`config.mk`:
```
export PLATFORM = sky130hd
export DESIGN_NAME = fsc_status_reg
export DESIGN_NICKNAME = d
export VERILOG_FILES = /design/src/fsc_pkg.sv /design/src/fsc_status_reg.sv /design/src/fsc_stat_pipe.sv
export SDC_FILE = /design/constraint.sdc
export NUM_CORES = 1
export LEC_CHECK = 0
export BUFFER_PORTS_ARGS = -buffer_cell sky130_fd_sc_hd__buf_2
export CAP_MARGIN = 40
export CORE_AREA = 4 4 71 80
export DETAILED_ROUTE_END_ITERATION = 7
export DIE_AREA = 0 0 75 84
export HOLD_SLACK_MARGIN = 0.05
export MAX_ROUTING_LAYER = met4
export PLACE_DENSITY = 0.83
export SYNTH_ARGS = -nofsm -noshare
export SYNTH_HDL_FRONTEND = slang
export SYNTH_SLANG_ARGS = --single-unit
export TNS_END_PERCENT = 100
```
`constraint.sdc`:
```
create_clock -name core_clk -period 2.6 [get_ports core_clk]
set_input_delay 0.26 -clock core_clk [delete_from_list [all_inputs] [get_ports core_clk]]
set_output_delay 0.26 -clock core_clk [all_outputs]
set_load 0.01 [all_outputs]
```
`src/fsc_pkg.sv`:
```
package fsc_pkg;

   // control bits, written by stores; the update bit is not kept
   localparam int FZ_BIT      = 0;
   localparam int TI_BIT      = 1;
   localparam int RM_LO       = 2;
   localparam int RM_HI       = 3;
   localparam int UPD_BIT     = 4;
   localparam int FTE_BIT     = 5;
   localparam int SI_BIT      = 7;
   localparam int SE_BIT      = 8;
   // multiplier result status
   localparam int MU_BIT      = 9;
   localparam int MO_BIT      = 10;
   localparam int MI_BIT      = 11;
   localparam int MA_BIT      = 12;
   // adder result status
   localparam int AU_BIT      = 13;
   localparam int AO_BIT      = 14;
   localparam int AI_BIT      = 15;
   localparam int AA_BIT      = 16;
   // destination index and exponent
   localparam int RR_LO       = 17;
   localparam int RR_HI       = 21;
   localparam int AE_LO       = 22;
   localparam int AE_HI       = 24;
   // precision indicators
   localparam int LSZ_LO_BIT  = 25;
   localparam int IRP_BIT     = 26;
   localparam int MRP_BIT     = 27;
   localparam int ARP_BIT     = 28;
   localparam int LSZ_HI_BIT  = 29;

   // widths
   localparam int WORD_W      = 32;
   localparam int RR_W        = 5;
   localparam int AE_W        = 3;
   localparam int EXP_W       = 11;
   localparam int ADD_ST_W    = 4 + AE_W;
   localparam int MUL_ST_W    = 4;
   localparam int ADD_DEPTH   = 3;
   localparam int MUL_DEPTH   = 3;

   // reset values
   localparam logic [RR_W-1:0] RR_RST  = 5'h00;
   localparam logic [1:0]      LSZ_RST = 2'h0;

   // load size codes
   localparam logic [1:0] LSZ_RSVD = 2'h0;
   localparam logic [1:0] LSZ_4B   = 2'h1;
   localparam logic [1:0] LSZ_8B   = 2'h2;
   localparam logic [1:0] LSZ_16B  = 2'h3;

   typedef enum logic [1:0] {
      FSC_RM_NEAREST = 2'h0,
      FSC_RM_DOWN    = 2'h1,
      FSC_RM_UP      = 2'h2,
      FSC_RM_CHOP    = 2'h3
   } fsc_round_t;

endpackage

```
`src/fsc_status_reg.sv`:
```
`timescale 1ns/10ps
module fsc_status_reg #(
   parameter int ADD_DEPTH = fsc_pkg::ADD_DEPTH,
   parameter int MUL_DEPTH = fsc_pkg::MUL_DEPTH
) (
   // clock and reset
   input  wire logic                      core_clk,
   input  wire logic                      nrst,
   // control store and read
   input  wire logic                      ctl_store_en,
   input  wire logic [fsc_pkg::WORD_W-1:0] ctl_store_data,
   output logic      [fsc_pkg::WORD_W-1:0] status_word,
   // adder pipeline
   input  wire logic                      add_advance,
   input  wire logic                      add_round_up,
   input  wire logic                      add_inexact,
   input  wire logic                      add_overflow,
   input  wire logic                      add_underflow,
   input  wire logic [fsc_pkg::EXP_W-1:0]  add_exp,
   input  wire logic                      add_report,
   input  wire logic                      add_scalar,
   input  wire logic [fsc_pkg::RR_W-1:0]   add_dest_idx,
   // multiplier pipeline
   input  wire logic                      mul_advance,
   input  wire logic                      mul_round_up,
   input  wire logic                      mul_inexact,
   input  wire logic                      mul_overflow,
   input  wire logic                      mul_underflow,
   input  wire logic                      mul_report,
   input  wire logic                      mul_scalar,
   input  wire logic [fsc_pkg::RR_W-1:0]   mul_dest_idx,
   // last-stage precision of each pipe
   input  wire logic [1:0]                load_size,
   input  wire logic                      gfx_double,
   input  wire logic                      mul_double,
   input  wire logic                      add_double,
   // source operand check
   input  wire logic                      src_check,
   input  wire logic                      src_invalid,
   // controls to the units
   output fsc_pkg::fsc_round_t            round_mode,
   output logic                           flush_zero,
   // trap requests
   output logic                           result_trap,
   output logic                           source_trap
);

   // control fields
   logic                       fz_r;
   logic                       ti_r;
   logic [1:0]                 rm_r;
   logic                       fte_r;
   logic                       si_r;
   logic                       se_r;
   logic [fsc_pkg::RR_W-1:0]   rr_r;
   logic [fsc_pkg::RR_W-1:0]   rr_nxt;
   // precision fields
   logic [1:0]                 lsz_r;
   logic                       irp_r;
   logic                       mrp_r;
   logic                       arp_r;
   // trap outputs
   logic                       result_trap_r;
   logic                       source_trap_r;
   // pipe status
   logic [fsc_pkg::ADD_ST_W-1:0] add_in;
   logic [fsc_pkg::ADD_ST_W-1:0] add_ld;
   logic [fsc_pkg::ADD_ST_W-1:0] add_last;
   logic [fsc_pkg::MUL_ST_W-1:0] mul_in;
   logic [fsc_pkg::MUL_ST_W-1:0] mul_ld;
   logic [fsc_pkg::MUL_ST_W-1:0] mul_last;
   logic                       upd_load;
   logic                       add_exc;
   logic                       mul_exc;
   logic                       trap_nxt;

   // restore only with the update bit in the stored value
   assign upd_load = ctl_store_en
                   & ctl_store_data[fsc_pkg::UPD_BIT];

   // adder status: round-up, inexact, overflow, underflow, exponent
   assign add_in = {add_round_up, add_inexact, add_overflow,
                    add_underflow,
                    add_exp[fsc_pkg::EXP_W-1 -: fsc_pkg::AE_W]};
   assign add_ld = {ctl_store_data[fsc_pkg::AA_BIT],
                    ctl_store_data[fsc_pkg::AI_BIT],
                    ctl_store_data[fsc_pkg::AO_BIT],
                    ctl_store_data[fsc_pkg::AU_BIT],
                    ctl_store_data[fsc_pkg::AE_HI:fsc_pkg::AE_LO]};
   // multiplier status: round-up, inexact, overflow, underflow
   assign mul_in = {mul_round_up, mul_inexact, mul_overflow,
                    mul_underflow};
   assign mul_ld = {ctl_store_data[fsc_pkg::MA_BIT],
                    ctl_store_data[fsc_pkg::MI_BIT],
                    ctl_store_data[fsc_pkg::MO_BIT],
                    ctl_store_data[fsc_pkg::MU_BIT]};

   fsc_stat_pipe #(
      .WIDTH (fsc_pkg::ADD_ST_W),
      .DEPTH (ADD_DEPTH)
   ) u_add_pipe (
      .core_clk    (core_clk),
      .nrst        (nrst),
      .advance     (add_advance),
      .in_status   (add_in),
      .load_en     (upd_load),
      .load_status (add_ld),
      .last_status (add_last)
   );

   fsc_stat_pipe #(
      .WIDTH (fsc_pkg::MUL_ST_W),
      .DEPTH (MUL_DEPTH)
   ) u_mul_pipe (
      .core_clk    (core_clk),
      .nrst        (nrst),
      .advance     (mul_advance),
      .in_status   (mul_in),
      .load_en     (upd_load),
      .load_status (mul_ld),
      .last_status (mul_last)
   );

   // control bits written directly by every store
   always_ff @(posedge core_clk or negedge nrst) begin
      if (!nrst) begin
         fz_r  <= 1'b0;
         ti_r  <= 1'b0;
         rm_r  <= 2'h0;
         fte_r <= 1'b0;
      end else if (ctl_store_en) begin
         fz_r  <= ctl_store_data[fsc_pkg::FZ_BIT];
         ti_r  <= ctl_store_data[fsc_pkg::TI_BIT];
         rm_r  <= ctl_store_data[fsc_pkg::RM_HI:fsc_pkg::RM_LO];
         fte_r <= ctl_store_data[fsc_pkg::FTE_BIT];
      end
   end

   // sticky inexact: a last-stage inexact beats a clearing store
   always_ff @(posedge core_clk or negedge nrst) begin
      if (!nrst) begin
         si_r <= 1'b0;
      end else begin
         si_r <= (ctl_store_en ? ctl_store_data[fsc_pkg::SI_BIT] : si_r)
               | add_last[fsc_pkg::AE_W+2]
               | mul_last[2];
      end
   end

   // operand check overrides a store in the same cycle
   always_ff @(posedge core_clk or negedge nrst) begin
      if (!nrst) begin
         se_r <= 1'b0;
      end else if (src_check) begin
         se_r <= src_invalid;
      end else if (ctl_store_en) begin
         se_r <= ctl_store_data[fsc_pkg::SE_BIT];
      end
   end

   // exceptions visible on the last stage at report time
   assign add_exc = add_report
                  & (add_last[fsc_pkg::AE_W+1]
                     | (add_last[fsc_pkg::AE_W] & ~fz_r)
                     | (add_last[fsc_pkg::AE_W+2] & ti_r));
   assign mul_exc = mul_report
                  & (mul_last[1]
                     | (mul_last[0] & ~fz_r)
                     | (mul_last[2] & ti_r));
   assign trap_nxt = fte_r & (add_exc | mul_exc);

   // destination index: a scalar trap beats a store
   always_comb begin
      rr_nxt = rr_r;
      if (ctl_store_en) begin
         rr_nxt = ctl_store_data[fsc_pkg::RR_HI:fsc_pkg::RR_LO];
      end
      if (trap_nxt && add_exc && add_scalar) begin
         rr_nxt = add_dest_idx;
      end else if (trap_nxt && mul_exc && mul_scalar) begin
         rr_nxt = mul_dest_idx;
      end
   end

   always_ff @(posedge core_clk or negedge nrst) begin
      if (!nrst) begin
         rr_r <= fsc_pkg::RR_RST;
      end else begin
         rr_r <= rr_nxt;
      end
   end

   // trap requests, one-cycle pulses
   always_ff @(posedge core_clk or negedge nrst) begin
      if (!nrst) begin
         result_trap_r <= 1'b0;
         source_trap_r <= 1'b0;
      end else begin
         result_trap_r <= trap_nxt;
         source_trap_r <= fte_r & src_check & src_invalid;
      end
   end

   // precision follows the pipes only
   always_ff @(posedge core_clk or negedge nrst) begin
      if (!nrst) begin
         lsz_r <= fsc_pkg::LSZ_RST;
         irp_r <= 1'b0;
         mrp_r <= 1'b0;
         arp_r <= 1'b0;
      end else begin
         lsz_r <= load_size;
         irp_r <= gfx_double;
         mrp_r <= mul_double;
         arp_r <= add_double;
      end
   end

   // read view, update bit and reserved bits read zero
   always_comb begin
      status_word = '0;
      status_word[fsc_pkg::FZ_BIT]  = fz_r;
      status_word[fsc_pkg::TI_BIT]  = ti_r;
      status_word[fsc_pkg::RM_HI:fsc_pkg::RM_LO] = rm_r;
      status_word[fsc_pkg::FTE_BIT] = fte_r;
      status_word[fsc_pkg::SI_BIT]  = si_r;
      status_word[fsc_pkg::SE_BIT]  = se_r;
      status_word[fsc_pkg::MU_BIT]  = mul_last[0];
      status_word[fsc_pkg::MO_BIT]  = mul_last[1];
      status_word[fsc_pkg::MI_BIT]  = mul_last[2];
      status_word[fsc_pkg::MA_BIT]  = mul_last[3];
      status_word[fsc_pkg::AE_HI:fsc_pkg::AE_LO] =
         add_last[fsc_pkg::AE_W-1:0];
      status_word[fsc_pkg::AU_BIT]  = add_last[fsc_pkg::AE_W];
      status_word[fsc_pkg::AO_BIT]  = add_last[fsc_pkg::AE_W+1];
      status_word[fsc_pkg::AI_BIT]  = add_last[fsc_pkg::AE_W+2];
      status_word[fsc_pkg::AA_BIT]  = add_last[fsc_pkg::AE_W+3];
      status_word[fsc_pkg::RR_HI:fsc_pkg::RR_LO] = rr_r;
      status_word[fsc_pkg::LSZ_LO_BIT] = lsz_r[0];
      status_word[fsc_pkg::LSZ_HI_BIT] = lsz_r[1];
      status_word[fsc_pkg::IRP_BIT] = irp_r;
      status_word[fsc_pkg::MRP_BIT] = mrp_r;
      status_word[fsc_pkg::ARP_BIT] = arp_r;
   end

   assign round_mode  = fsc_pkg::fsc_round_t'(rm_r);
   assign flush_zero  = fz_r;
   assign result_trap = result_trap_r;
   assign source_trap = source_trap_r;
endmodule // fsc_status_reg

```
`src/fsc_stat_pipe.sv`:
```
`timescale 1ns/10ps
module fsc_stat_pipe #(
   parameter int WIDTH = 4,
   parameter int DEPTH = 3
) (
   // clock and reset
   input  wire logic             core_clk,
   input  wire logic             nrst,
   // operation advance
   input  wire logic             advance,
   input  wire logic [WIDTH-1:0] in_status,
   // restore into first stage
   input  wire logic             load_en,
   input  wire logic [WIDTH-1:0] load_status,
   // last stage
   output logic      [WIDTH-1:0] last_status
);

   logic [WIDTH-1:0] stage_r [DEPTH];

   // first stage: restore wins over a new operation
   always_ff @(posedge core_clk or negedge nrst) begin
      if (!nrst) begin
         stage_r[0] <= '0;
      end else if (load_en) begin
         stage_r[0] <= load_status;
      end else if (advance) begin
         stage_r[0] <= in_status;
      end
   end

   // later stages move one step per operation
   genvar gi;
   generate
      for (gi = 1; gi < DEPTH; gi++) begin : g_stage
         always_ff @(posedge core_clk or negedge nrst) begin
            if (!nrst) begin
               stage_r[gi] <= '0;
            end else if (advance) begin
               stage_r[gi] <= stage_r[gi-1];
            end
         end
      end
   endgenerate

   assign last_status = stage_r[DEPTH-1];
endmodule // fsc_stat_pipe

```
==> reports/metrics.csv, run 1 <==
stage;metric;value;unit
run_status;status;complete, no violations;
worst_setup_path;critPathArrivalTime;1.90;ns
clock_network;clock-sinks;52;
sta;whs;0.159;ns
detailed_routing;drt_pass1_iterations;3;
clock_network;clk_latency;0.30;ns
logic_synthesis;synth-async-reset-ratio;1.00;
detailed_routing;ant_nets;0;
sta;hold_viol_final;0;
power_and_ir_drop;power_switching;490;µW
global_route;grt_pass1_vias;1538;
detailed_routing;via_count;1536;
logic_synthesis;yosys.area.top_type;dfrtp_1;
job;drv_cap;0;
layout;nets;334;
global_route;grt.total_usage;0.145;
power_and_ir_drop;power_frac_clock;0.245;
layout;synthToLayoutAreaGrowth;20.6;%
clock_network;cts_root_buffer;clkbuf_8;
worst_setup_path;cpMostUsedCell;mux2_2;
sta;period_minus_slack;1.72;ns
sta;drv_slew;0;
power_and_ir_drop;leakagePower;0.00140;µW
logic_synthesis;synth.distinct_cells;19;
worst_setup_path;critPathCaptureType;flop;
placed_design;hpwl;3260;µm
floorplan;die_w;75;µm
global_route;grt_start_max_net_pins;32;
detailed_routing;drc;0;
clock_network;clk_pin_slew;0.09;ns
logic_synthesis;yosys-top-cells-count;dfrtp_1, mux2_2, buf_4;
logic_synthesis;synth_area;2350;µm²
worst_setup_path;critPathMaxFanout;5;
sta;rsz0062_at_grt;false;
global_route;antenna_found_initial;0;
worst_setup_path;slowest_delay;0.42;ns
worst_setup_path;worst_path_max_delay_cell;dfrtp_1;
sta;fin_ws;0.882;ns
floorplan;ios;114;
layout;fin_util;0.578;
power_and_ir_drop;combPwrFrac;0.208;
worst_setup_path;critPathBufInv;0;
floorplan;num_rows;27;
worst_setup_path;critPathTopFamily;multiplexers;
floorplan;die_y;84;µm
worst_setup_path;start_kind;flop;
detailed_routing;drt_wl_total;4350;µm
power_and_ir_drop;power_frac_seq;0.547;
sta;setup_viol;0;
global_route;grt_pass1_wl;6890;µm
clock_network;cts.htree.levels;2;
worst_setup_path;crit_type;reg2reg;
floorplan;coreArea;4900;µm²
logic_synthesis;yosysWarnings;0;
clock_network;cts_tree;yes;
worst_hold_path;hold_class;in2reg;
logic_synthesis;synth_flop_cell;dfrtp_1;
placed_design;place_congestion;0.773;
logic_synthesis;syn_area_per_cell;13.2;µm²
logic_synthesis;yosys-top-cells-area;dfrtp_1, mux2_2, buf_4, mux2i_1, o21ai_0;
sta;fmax;582;MHz
clock_network;clock_path_buffers;2;
logic_synthesis;synthCells;178;
sta;slew_headroom;0.666;
detailed_routing;wire_per_inst;13.8;µm
sta;worst_pin_slew;0.502;ns
power_and_ir_drop;power_density;642;nW/µm²
clock_network;tritoncts.num_buffers;5;
layout;drive_above_1_share;0.562;
logic_synthesis;netlist.area_leader.share;0.555;
logic_synthesis;ys_seq_elements;52;
sta;clock_skew;0.00590;ns
floorplan;dieArea;6300;µm²
power_and_ir_drop;p_int;1330;µW
logic_synthesis;synth-seq-area-share;0.555;
power_and_ir_drop;vdd_drop_max;0.469;mV
placed_design;port_buffers;93;
worst_setup_path;cp_cell_sequence;and2_1, o31ai_4, mux2_2, mux2_2;
logic_synthesis;synth_most_common_cell;dfrtp_1;
sta;finalCritPeriodShare;0.661;
logic_synthesis;synth_edf_count;0;
clock_network;cts-resized-gates;0;
worst_setup_path;cp.required;2.78;ns
sta;fin_tns_setup;0;ns
clock_network;cts_setup_buffers;0;
global_route;grt.overflow.total;0;
layout;antenna_cells;0;
detailed_routing;drt_iter0_drc;43;
placed_design;pre_cts_ws;0.873;ns
detailed_routing;vias_per_cell;4.86;
floorplan;start_util;0.479;
power_and_ir_drop;sw_frac_of_total;0.270;
## routing by layer
layer | up-vias | track usage | wire (µm)
met4 | 0 | 0.0485 | 40
met2 | 60 | 0.249 | 2170
li1 | 739 | - | -
met1 | 735 | 0.160 | 1750
met5 | - | - | 0
met3 | 2 | 0.0373 | 388
## cells in the final DEF (no fill, tap or decap), drive strengths merged
cell         count
a21boi           1
and2             3
and3             2
buf             94
clkbuf           6
clkinv           1
clkinvlp         1
conb             4
dfrtp           52
dlygate4sd3      6
mux2            42
mux2i           13
nand2           14
nor2             2
nor2b            2
o21ai           12
o31ai            3
## flip-flops by register name, indices dropped and copies added (netlist names)
signal,cells
ti_r,1
se_r,1
rr_r,5
u_add_pipe.stage_r,14
result_trap,1
source_trap,1
u_mul_pipe.stage_r,8
u_add_pipe.last_status,7
irp_r,1
round_mode,2
fte_r,1
arp_r,1
u_mul_pipe.last_status,4
lsz_r,2
si_r,1
flush_zero,1
mrp_r,1
## final cells by class
class	count	area [µm²]
Clock buffer	6	72.6
Timing Repair Buffer	100	533
Sequential cell	52	1300
Clock inverter	2	16.3
Fill cell	428	2070
Multi-Input combinational cell	98	835
Tap cell	58	72.6
## worst paths after layout
| kind | start | endpoint | slack (ns) | depth (start not counted) |
|---|---|---|---|---|
| setup / recovery | ti_r | rr_r[4] | 0.88 | 4 |
| hold / removal | ctl_store_data[12] | u_mul_pipe.stage_r[11] | 0.16 | 3 |
| setup reg to reg | ti_r | rr_r[4] | 0.88 | 4 |
| hold reg to reg | u_mul_pipe.stage_r[5] | u_mul_pipe.stage_r[5] | 0.51 | 1 |
| max in group asynchronous | nrst | u_add_pipe.last_status[3] | 1.38 | 3 |
| min in group asynchronous | nrst | u_add_pipe.last_status[2] | 0.45 | 2 |
## timing repair
action / in CTS / in global routing
endpoints found under the setup margin: 0 / 0
hold endpoints to repair: 23 / 3
hold buffers: 3 / 3
## logic make-up after synthesis
logic type             count (synthesis)  synth area share
muxes                                 55             0.260
and+or+nand+nor                       23            0.0448
AOI/OAI and AO/OA                     16            0.0443
other                                  1           0.00160
buffers and inverters                 31            0.0944
DFF                                   52             0.555
## power groups by stage
stage	Sequential, µW	Clock [µW]	Combinational [µW]
2_1_floorplan	1000	0	280
3_3_place_gp	1010	0	369
3_5_place_dp	1010	0	379
4_1_cts	996	473	384
5_1_grt	1010	504	418
6_report	994	445	378
## stage by stage
stage | instance area, µm² | instances | power (µW)
2_1_floorplan | 2360 | 181 | 1280
3_3_place_gp | 2680 | 302 | 1370
3_5_place_dp | 2680 | 302 | 1390
4_1_cts | 2800 | 313 | 1850
5_1_grt | 2830 | 316 | 1930
6_report | 2830 | 316 | 1820
## worst min-delay path: stages
cell and delay, ns:
buf_2 0.07, nand2_1 0.03, o21ai_0 0.05
Note: power is estimated with default switching activity, not from simulation.
==> run 2: changes to the inputs <==
Settings changed: CORE_AREA 4 4 71 80 to 4 4 78 87, DIE_AREA 0 0 75 84 to 0 0 82 91, PLACE_DENSITY 0.83 to 0.73.
Clock period 2.6 ns to 1.49 ns, I/O delays scaled along.
==> reports/metrics.csv, run 2 (synthesis results as in run 1) <==
stage;metric;value;unit;change
layout;synthToLayoutAreaGrowth;31.6;%;was 20.6%
detailed_routing;wire_per_inst;13.5;µm;was 13.8 µm
worst_setup_path;r2r_slack;-0.09;ns;was 0.88 ns
detailed_routing;drc;0;;unchanged
layout;antenna_cells;0;;unchanged
worst_hold_path;hold_class;in2reg;;unchanged
global_route;grt_pass1_vias;1552;;was 1538
clock_network;clock_path_buffers;2;;unchanged
global_route;grt.total_usage;0.132;;was 0.145
power_and_ir_drop;vdd_drop_max;0.819;mV;was 0.469 mV
sta;worst_pin_slew;0.502;ns;about the same
sta;fin_ws;-0.0892;ns;was 0.882 ns
detailed_routing;ant_nets;0;;unchanged
layout;layout_commonest_cell;buf_2;;unchanged
worst_setup_path;crit_type;reg2reg;;unchanged
worst_setup_path;critPathArrivalTime;1.77;ns;was 1.90 ns
run_status;violations;setup timing;;
clock_network;clock-sinks;52;;unchanged
worst_setup_path;critPathMaxFanout;5;;unchanged
run_status;status;complete, but fails checks;;was complete, no violations
detailed_routing;via_count;1597;;was 1536
power_and_ir_drop;leakagePower;0.00154;µW;was 0.00140 µW
power_and_ir_drop;power_frac_clock;0.273;;was 0.245
sta;setup_viol;5;;was 0
worst_setup_path;critPathCaptureType;flop;;unchanged
clock_network;clk_latency;0.30;ns;about the same
power_and_ir_drop;sw_frac_of_total;0.257;;was 0.270
floorplan;dieArea;7460;µm²;was 6300 µm²
global_route;antenna_found_initial;0;;unchanged
worst_hold_path;whs_endpoint;u_add_pipe.stage_r[20];;was u_mul_pipe.stage_r[11]
floorplan;num_rows;29;;was 27
floorplan;coreArea;5810;µm²;was 4900 µm²
sta;fin_tns_setup;-0.423;ns;was 0 ns
sta;slew_headroom;0.665;;was 0.666
sta;fmax;633;MHz;was 582 MHz
worst_setup_path;start_kind;flop;;unchanged
layout;nets;351;;was 334
clock_network;tritoncts.num_buffers;5;;unchanged
layout;largest-register;u_add_pipe.stage_r;;unchanged
detailed_routing;drt_iter0_drc;47;;was 43
power_and_ir_drop;power_density;1120;nW/µm²;was 642 nW/µm²
global_route;grt.overflow.total;0;;unchanged
clock_network;clk_pin_slew;0.09;ns;about the same
sta;finalCritPeriodShare;1.06;;was 0.661
sta;hold_viol_final;0;;unchanged
layout;final_cell_mix;buf_2, dfrtp_1, mux2_2;;unchanged
worst_hold_path;min_from;ctl_store_data[16];;was ctl_store_data[12]
job;drv_cap;0;;unchanged
clock_network;cts.htree.levels;2;;unchanged
sta;rsz0062_at_grt;true;;was false
floorplan;die_w;82;µm;was 75 µm
power_and_ir_drop;p_int;2580;µW;was 1330 µW
worst_setup_path;cp.required;1.68;ns;was 2.78 ns
worst_setup_path;r2r_start;u_mul_pipe.last_status[0];;was ti_r
floorplan;die_y;91;µm;was 84 µm
sta;clock_skew;0.00620;ns;was 0.00590 ns
global_route;grt_pass1_wl;7400;µm;was 6890 µm
worst_setup_path;r2r-end;rr_r[1];;was rr_r[4]
layout;fill_cells;523;;was 428
global_route;grt_start_max_net_pins;53;;was 32
layout;drive_above_1_share;0.585;;was 0.562
clock_network;cts_tree;yes;;unchanged
layout;largest_reg_flops;14;;unchanged
power_and_ir_drop;power_switching;890;µW;was 490 µW
detailed_routing;drt_pass1_iterations;4;;was 3
placed_design;port_buffers;93;;unchanged
clock_network;cts_root_buffer;clkbuf_8;;unchanged
floorplan;start_util;0.404;;was 0.479
sta;period_minus_slack;1.58;ns;was 1.72 ns
detailed_routing;drt_wl_total;4740;µm;was 4350 µm
floorplan;ios;114;;unchanged
sta;whs;0.0603;ns;was 0.159 ns
placed_design;place_congestion;0.689;;was 0.773
placed_design;hpwl;3440;µm;was 3260 µm
power_and_ir_drop;combPwrFrac;0.231;;was 0.208
power_and_ir_drop;power_frac_seq;0.496;;was 0.547
sta;drv_slew;0;;unchanged
detailed_routing;vias_per_cell;4.54;;was 4.86
worst_hold_path;worst_hold_path.num_cells;3;;unchanged
worst_setup_path;worstRegToRegCells;5;;was 4
## run 2: layout make-up
cell class | instances | area [µm²] | share of cell area
Clock buffer | 5 | 68.8 | 0.0223
Clock inverter | 3 | 42.5 | 0.0138
Multi-Input combinational cell | 98 | 882 | 0.286
Sequential cell | 52 | 1300 | 0.422
Tap cell | 77 | 96.3 | 0.0312
Timing Repair Buffer | 117 | 694 | 0.225
## run 2: worst max-delay path, cell delays in order (launching register included)
cell,delay (ns)
dfrtp_1,0.39
nor2b_4,0.14
o31ai_4,0.22
buf_6,0.16
mux2_4,0.30
mux2_4,0.26
## run 2: metal layers
metal	vias up	GRT usage	share of wire
li1	777	-	-
met1	738	0.156	0.42
met2	78	0.218	0.47
met3	4	0.0366	0.10
met4	0	0.0374	0.0082
met5	-	-	0
## run 2: repair_timing
| action | 4_1_cts | 5_1_grt |
|---|---|---|
| gates resized for setup | 5 | 5 |
| buffers inserted | 1 | 1 |
| endpoints found under the hold margin | 64 | 0 |
| pin swaps | 2 | 2 |
| setup endpoints to repair | 5 | 5 |
| hold buffers | 13 | 0 |
## run 2: through the flow
step                       util  cell area (µm²)  total power, µW  setup WS, ns  instances
final                     0.532             3090             3470       -0.0892        352
after global routing      0.532             3090             3690        -0.137        352
after CTS                 0.527             3060             3500        -0.114        351
after floorplan               -             2370             2260       -0.0520        181
after detailed placement  0.481             2790             2490        -0.132        329
after global placement    0.481             2790             2470        -0.106        329
## run 2: worst max path at each step
stage	slack (ns)	from	cells after the start	endpoint
after CTS	-0.11	u_mul_pipe.last_status[2]	5	rr_r[4]
final	-0.09	u_mul_pipe.last_status[0]	5	rr_r[1]
after detailed placement	-0.13	u_mul_pipe.last_status[0]	4	rr_r[4]
after global placement	-0.11	u_mul_pipe.last_status[0]	4	rr_r[2]
after global routing	-0.14	u_mul_pipe.last_status[0]	5	rr_r[4]
after floorplan	-0.05	u_mul_pipe.last_status[0]	4	rr_r[0]
## run 2: power groups by stage
| stage | Combinational [µW] | Sequential (µW) | Clock [µW] |
|---|---|---|---|
| 2_1_floorplan | 500 | 1760 | 0 |
| 6_report | 802 | 1720 | 945 |
| 4_1_cts | 788 | 1720 | 990 |
| 3_3_place_gp | 728 | 1740 | 0 |
| 5_1_grt | 884 | 1750 | 1060 |
| 3_5_place_dp | 743 | 1750 | 0 |
==> run 3: changes to the inputs <==
Clock period 1.49 ns to 1.3 ns, I/O delays scaled along.
==> reports/metrics.csv, run 3 (synthesis results as in run 1) <==
stage;metric;value;unit;change
run_status;status;complete, but fails checks;;unchanged
run_status;violations;setup timing;;unchanged
sta;finalCritPeriodShare;1.22;;was 1.06
layout;largest-register;u_add_pipe.stage_r;;unchanged
sta;fin_ws;-0.282;ns;was -0.0892 ns
worst_setup_path;critPathCaptureType;flop;;unchanged
worst_setup_path;cp_cell_sequence;nor2b_4, o31ai_4, buf_6, mux2_4, mux2_4;;unchanged
detailed_routing;via_count;1672;;was 1597
placed_design;dp.cells;335;;was 329
placed_design;place_congestion;0.711;;was 0.689
worst_setup_path;cp.required;1.48;ns;was 1.68 ns
sta;hold_viol_final;0;;unchanged
sta;drv_slew;0;;unchanged
global_route;grt_start_max_net_pins;53;;unchanged
detailed_routing;drt_wl_total;5090;µm;was 4740 µm
clock_network;tritoncts.num_buffers;5;;unchanged
layout;synthToLayoutAreaGrowth;39.3;%;was 31.6%
power_and_ir_drop;p_total;4070;µW;was 3470 µW
detailed_routing;ant_nets;0;;unchanged
layout;drive_above_1_share;0.575;;was 0.585
layout;seq_area;1300;µm²;unchanged
layout;nets;368;;was 351
floorplan;num_rows;29;;unchanged
sta;fmax;632;MHz;was 633 MHz
global_route;grt.overflow.total;0;;unchanged
detailed_routing;drt_pass1_iterations;2;;was 4
sta;period_minus_slack;1.58;ns;about the same
clock_network;cts_root_buffer;clkbuf_8;;unchanged
placed_design;hpwl;3580;µm;was 3440 µm
detailed_routing;vias_per_cell;4.53;;was 4.54
floorplan;start_util;0.404;;unchanged
worst_setup_path;cpMostUsedCell;mux2_4;;unchanged
placed_design;port_buffers;93;;unchanged
sta;clock_skew;0.00385;ns;was 0.00620 ns
clock_network;clk_latency;0.29;ns;was 0.30 ns
worst_setup_path;critPathTopFamily;multiplexers;;unchanged
layout;largest_reg_flops;14;;unchanged
global_route;antenna_found_initial;0;;unchanged
worst_setup_path;worst_path_max_delay_cell;dfrtp_1;;unchanged
sta;setup_viol;5;;unchanged
clock_network;clock_path_buffers;2;;unchanged
clock_network;cts_tree;yes;;unchanged
sta;rsz0062_at_grt;true;;unchanged
clock_network;cts.htree.levels;2;;unchanged
layout;layout_commonest_cell;buf_2;;unchanged
floorplan;dieArea;7460;µm²;unchanged
detailed_routing;drt_iter0_drc;57;;was 47
layout;multi_input_area;886;µm²;was 882 µm²
global_route;grt_pass1_vias;1707;;was 1552
global_route;grt_pass1_wl;8090;µm;was 7400 µm
worst_setup_path;slowest_delay;0.38;ns;was 0.39 ns
power_and_ir_drop;vdd_drop_max;0.915;mV;was 0.819 mV
floorplan;die_y;91;µm;unchanged
worst_setup_path;critPathArrivalTime;1.77;ns;about the same
layout;antenna_cells;0;;unchanged
detailed_routing;drc;0;;unchanged
floorplan;coreArea;5810;µm²;unchanged
worst_setup_path;critPathBufInv;1;;unchanged
layout;final_cell_count_no_fill;369;;was 352
worst_hold_path;hold_class;in2reg;;unchanged
job;drv_cap;0;;unchanged
clock_network;clock-sinks;52;;unchanged
global_route;grt.total_usage;0.143;;was 0.132
detailed_routing;wire_per_inst;13.8;µm;was 13.5 µm
worst_setup_path;crit_type;reg2reg;;unchanged
worst_setup_path;critPathMaxFanout;5;;unchanged
power_and_ir_drop;leakagePower;0.00163;µW;was 0.00154 µW
power_and_ir_drop;power_density;1240;nW/µm²;was 1120 nW/µm²
layout;final_cell_mix;buf_2, dfrtp_1, mux2_2;;unchanged
floorplan;die_w;82;µm;unchanged
layout;fill_cells;486;;was 523
worst_setup_path;start_kind;flop;;unchanged
floorplan;ios;114;;unchanged
clock_network;clk_pin_slew;0.09;ns;about the same
[run 3: changes by cell type in the layout (fill, tap and decap cells not counted), sizes merged]
cell         before  now
dlygate4sd3      13   23
buf             104  111
[run 3: worst min-delay path, stage by stage]
cell     delay (ns)
buf_2          0.08
mux2i_1        0.06
nand2_1        0.06
[run 3: cell type report]
| cell class | count | area share |
|---|---|---|
| Sequential cell | 52 | 0.399 |
| Multi-Input combinational cell | 98 | 0.271 |
| Timing Repair Buffer | 134 | 0.267 |
| Tap cell | 77 | 0.0295 |
| Clock buffer | 5 | 0.0211 |
| Clock inverter | 3 | 0.0130 |
[run 3: metal layers]
metal | track usage | up-vias | part of all wire
met2 | 0.242 | 78 | 0.48
met1 | 0.166 | 777 | 0.42
met4 | 0.0374 | 0 | 0.010
met5 | - | - | 0
li1 | - | 811 | -
met3 | 0.0396 | 6 | 0.097
[run 3: power by group]
part	switching (µW)	leakage [µW]	internal, µW
combinational	411	0.000955	599
clock	520	0.0000541	570
sequential	117	0.000619	1850
total	1050	0.00163	3020
[run 3: path summary, 6_finish.rpt]
| kind | endpoint | depth (start not counted) | slack (ns) | from |
|---|---|---|---|---|
| worst min-delay path | si_r | 3 | 0.06 | ctl_store_data[7] |
| min in group asynchronous | mrp_r | 3 | 0.35 | nrst |
| worst max-delay path | rr_r[4] | 5 | -0.28 | u_mul_pipe.last_status[0] |
| worst min register to register | si_r | 2 | 0.51 | si_r |
| worst max register to register | rr_r[4] | 5 | -0.28 | u_mul_pipe.last_status[0] |
| max in group asynchronous | flush_zero | 3 | 0.69 | nrst |
[run 3: what timing repair did]
item	in CTS	in global routing
gates resized for setup	8	4
hold buffers	20	3
setup endpoints to repair	5	7
hold endpoints to repair	70	3
pin swaps	2	2
setup buffers	2	1
[run 3: per-stage QoR]
step           hold WS, ns   util  setup slack (ns)  area (µm²)  TNS (ns)
6_report            0.0632  0.563            -0.282        3270     -1.38
3_5_place_dp         0.147  0.493            -0.341        2860     -1.58
2_1_floorplan       -0.166      -            -0.242        2370     -1.17
4_1_cts             0.0500  0.555            -0.306        3220     -1.50
3_3_place_gp         0.146  0.493            -0.278        2860     -1.34
5_1_grt             0.0631  0.563            -0.330        3270     -1.62
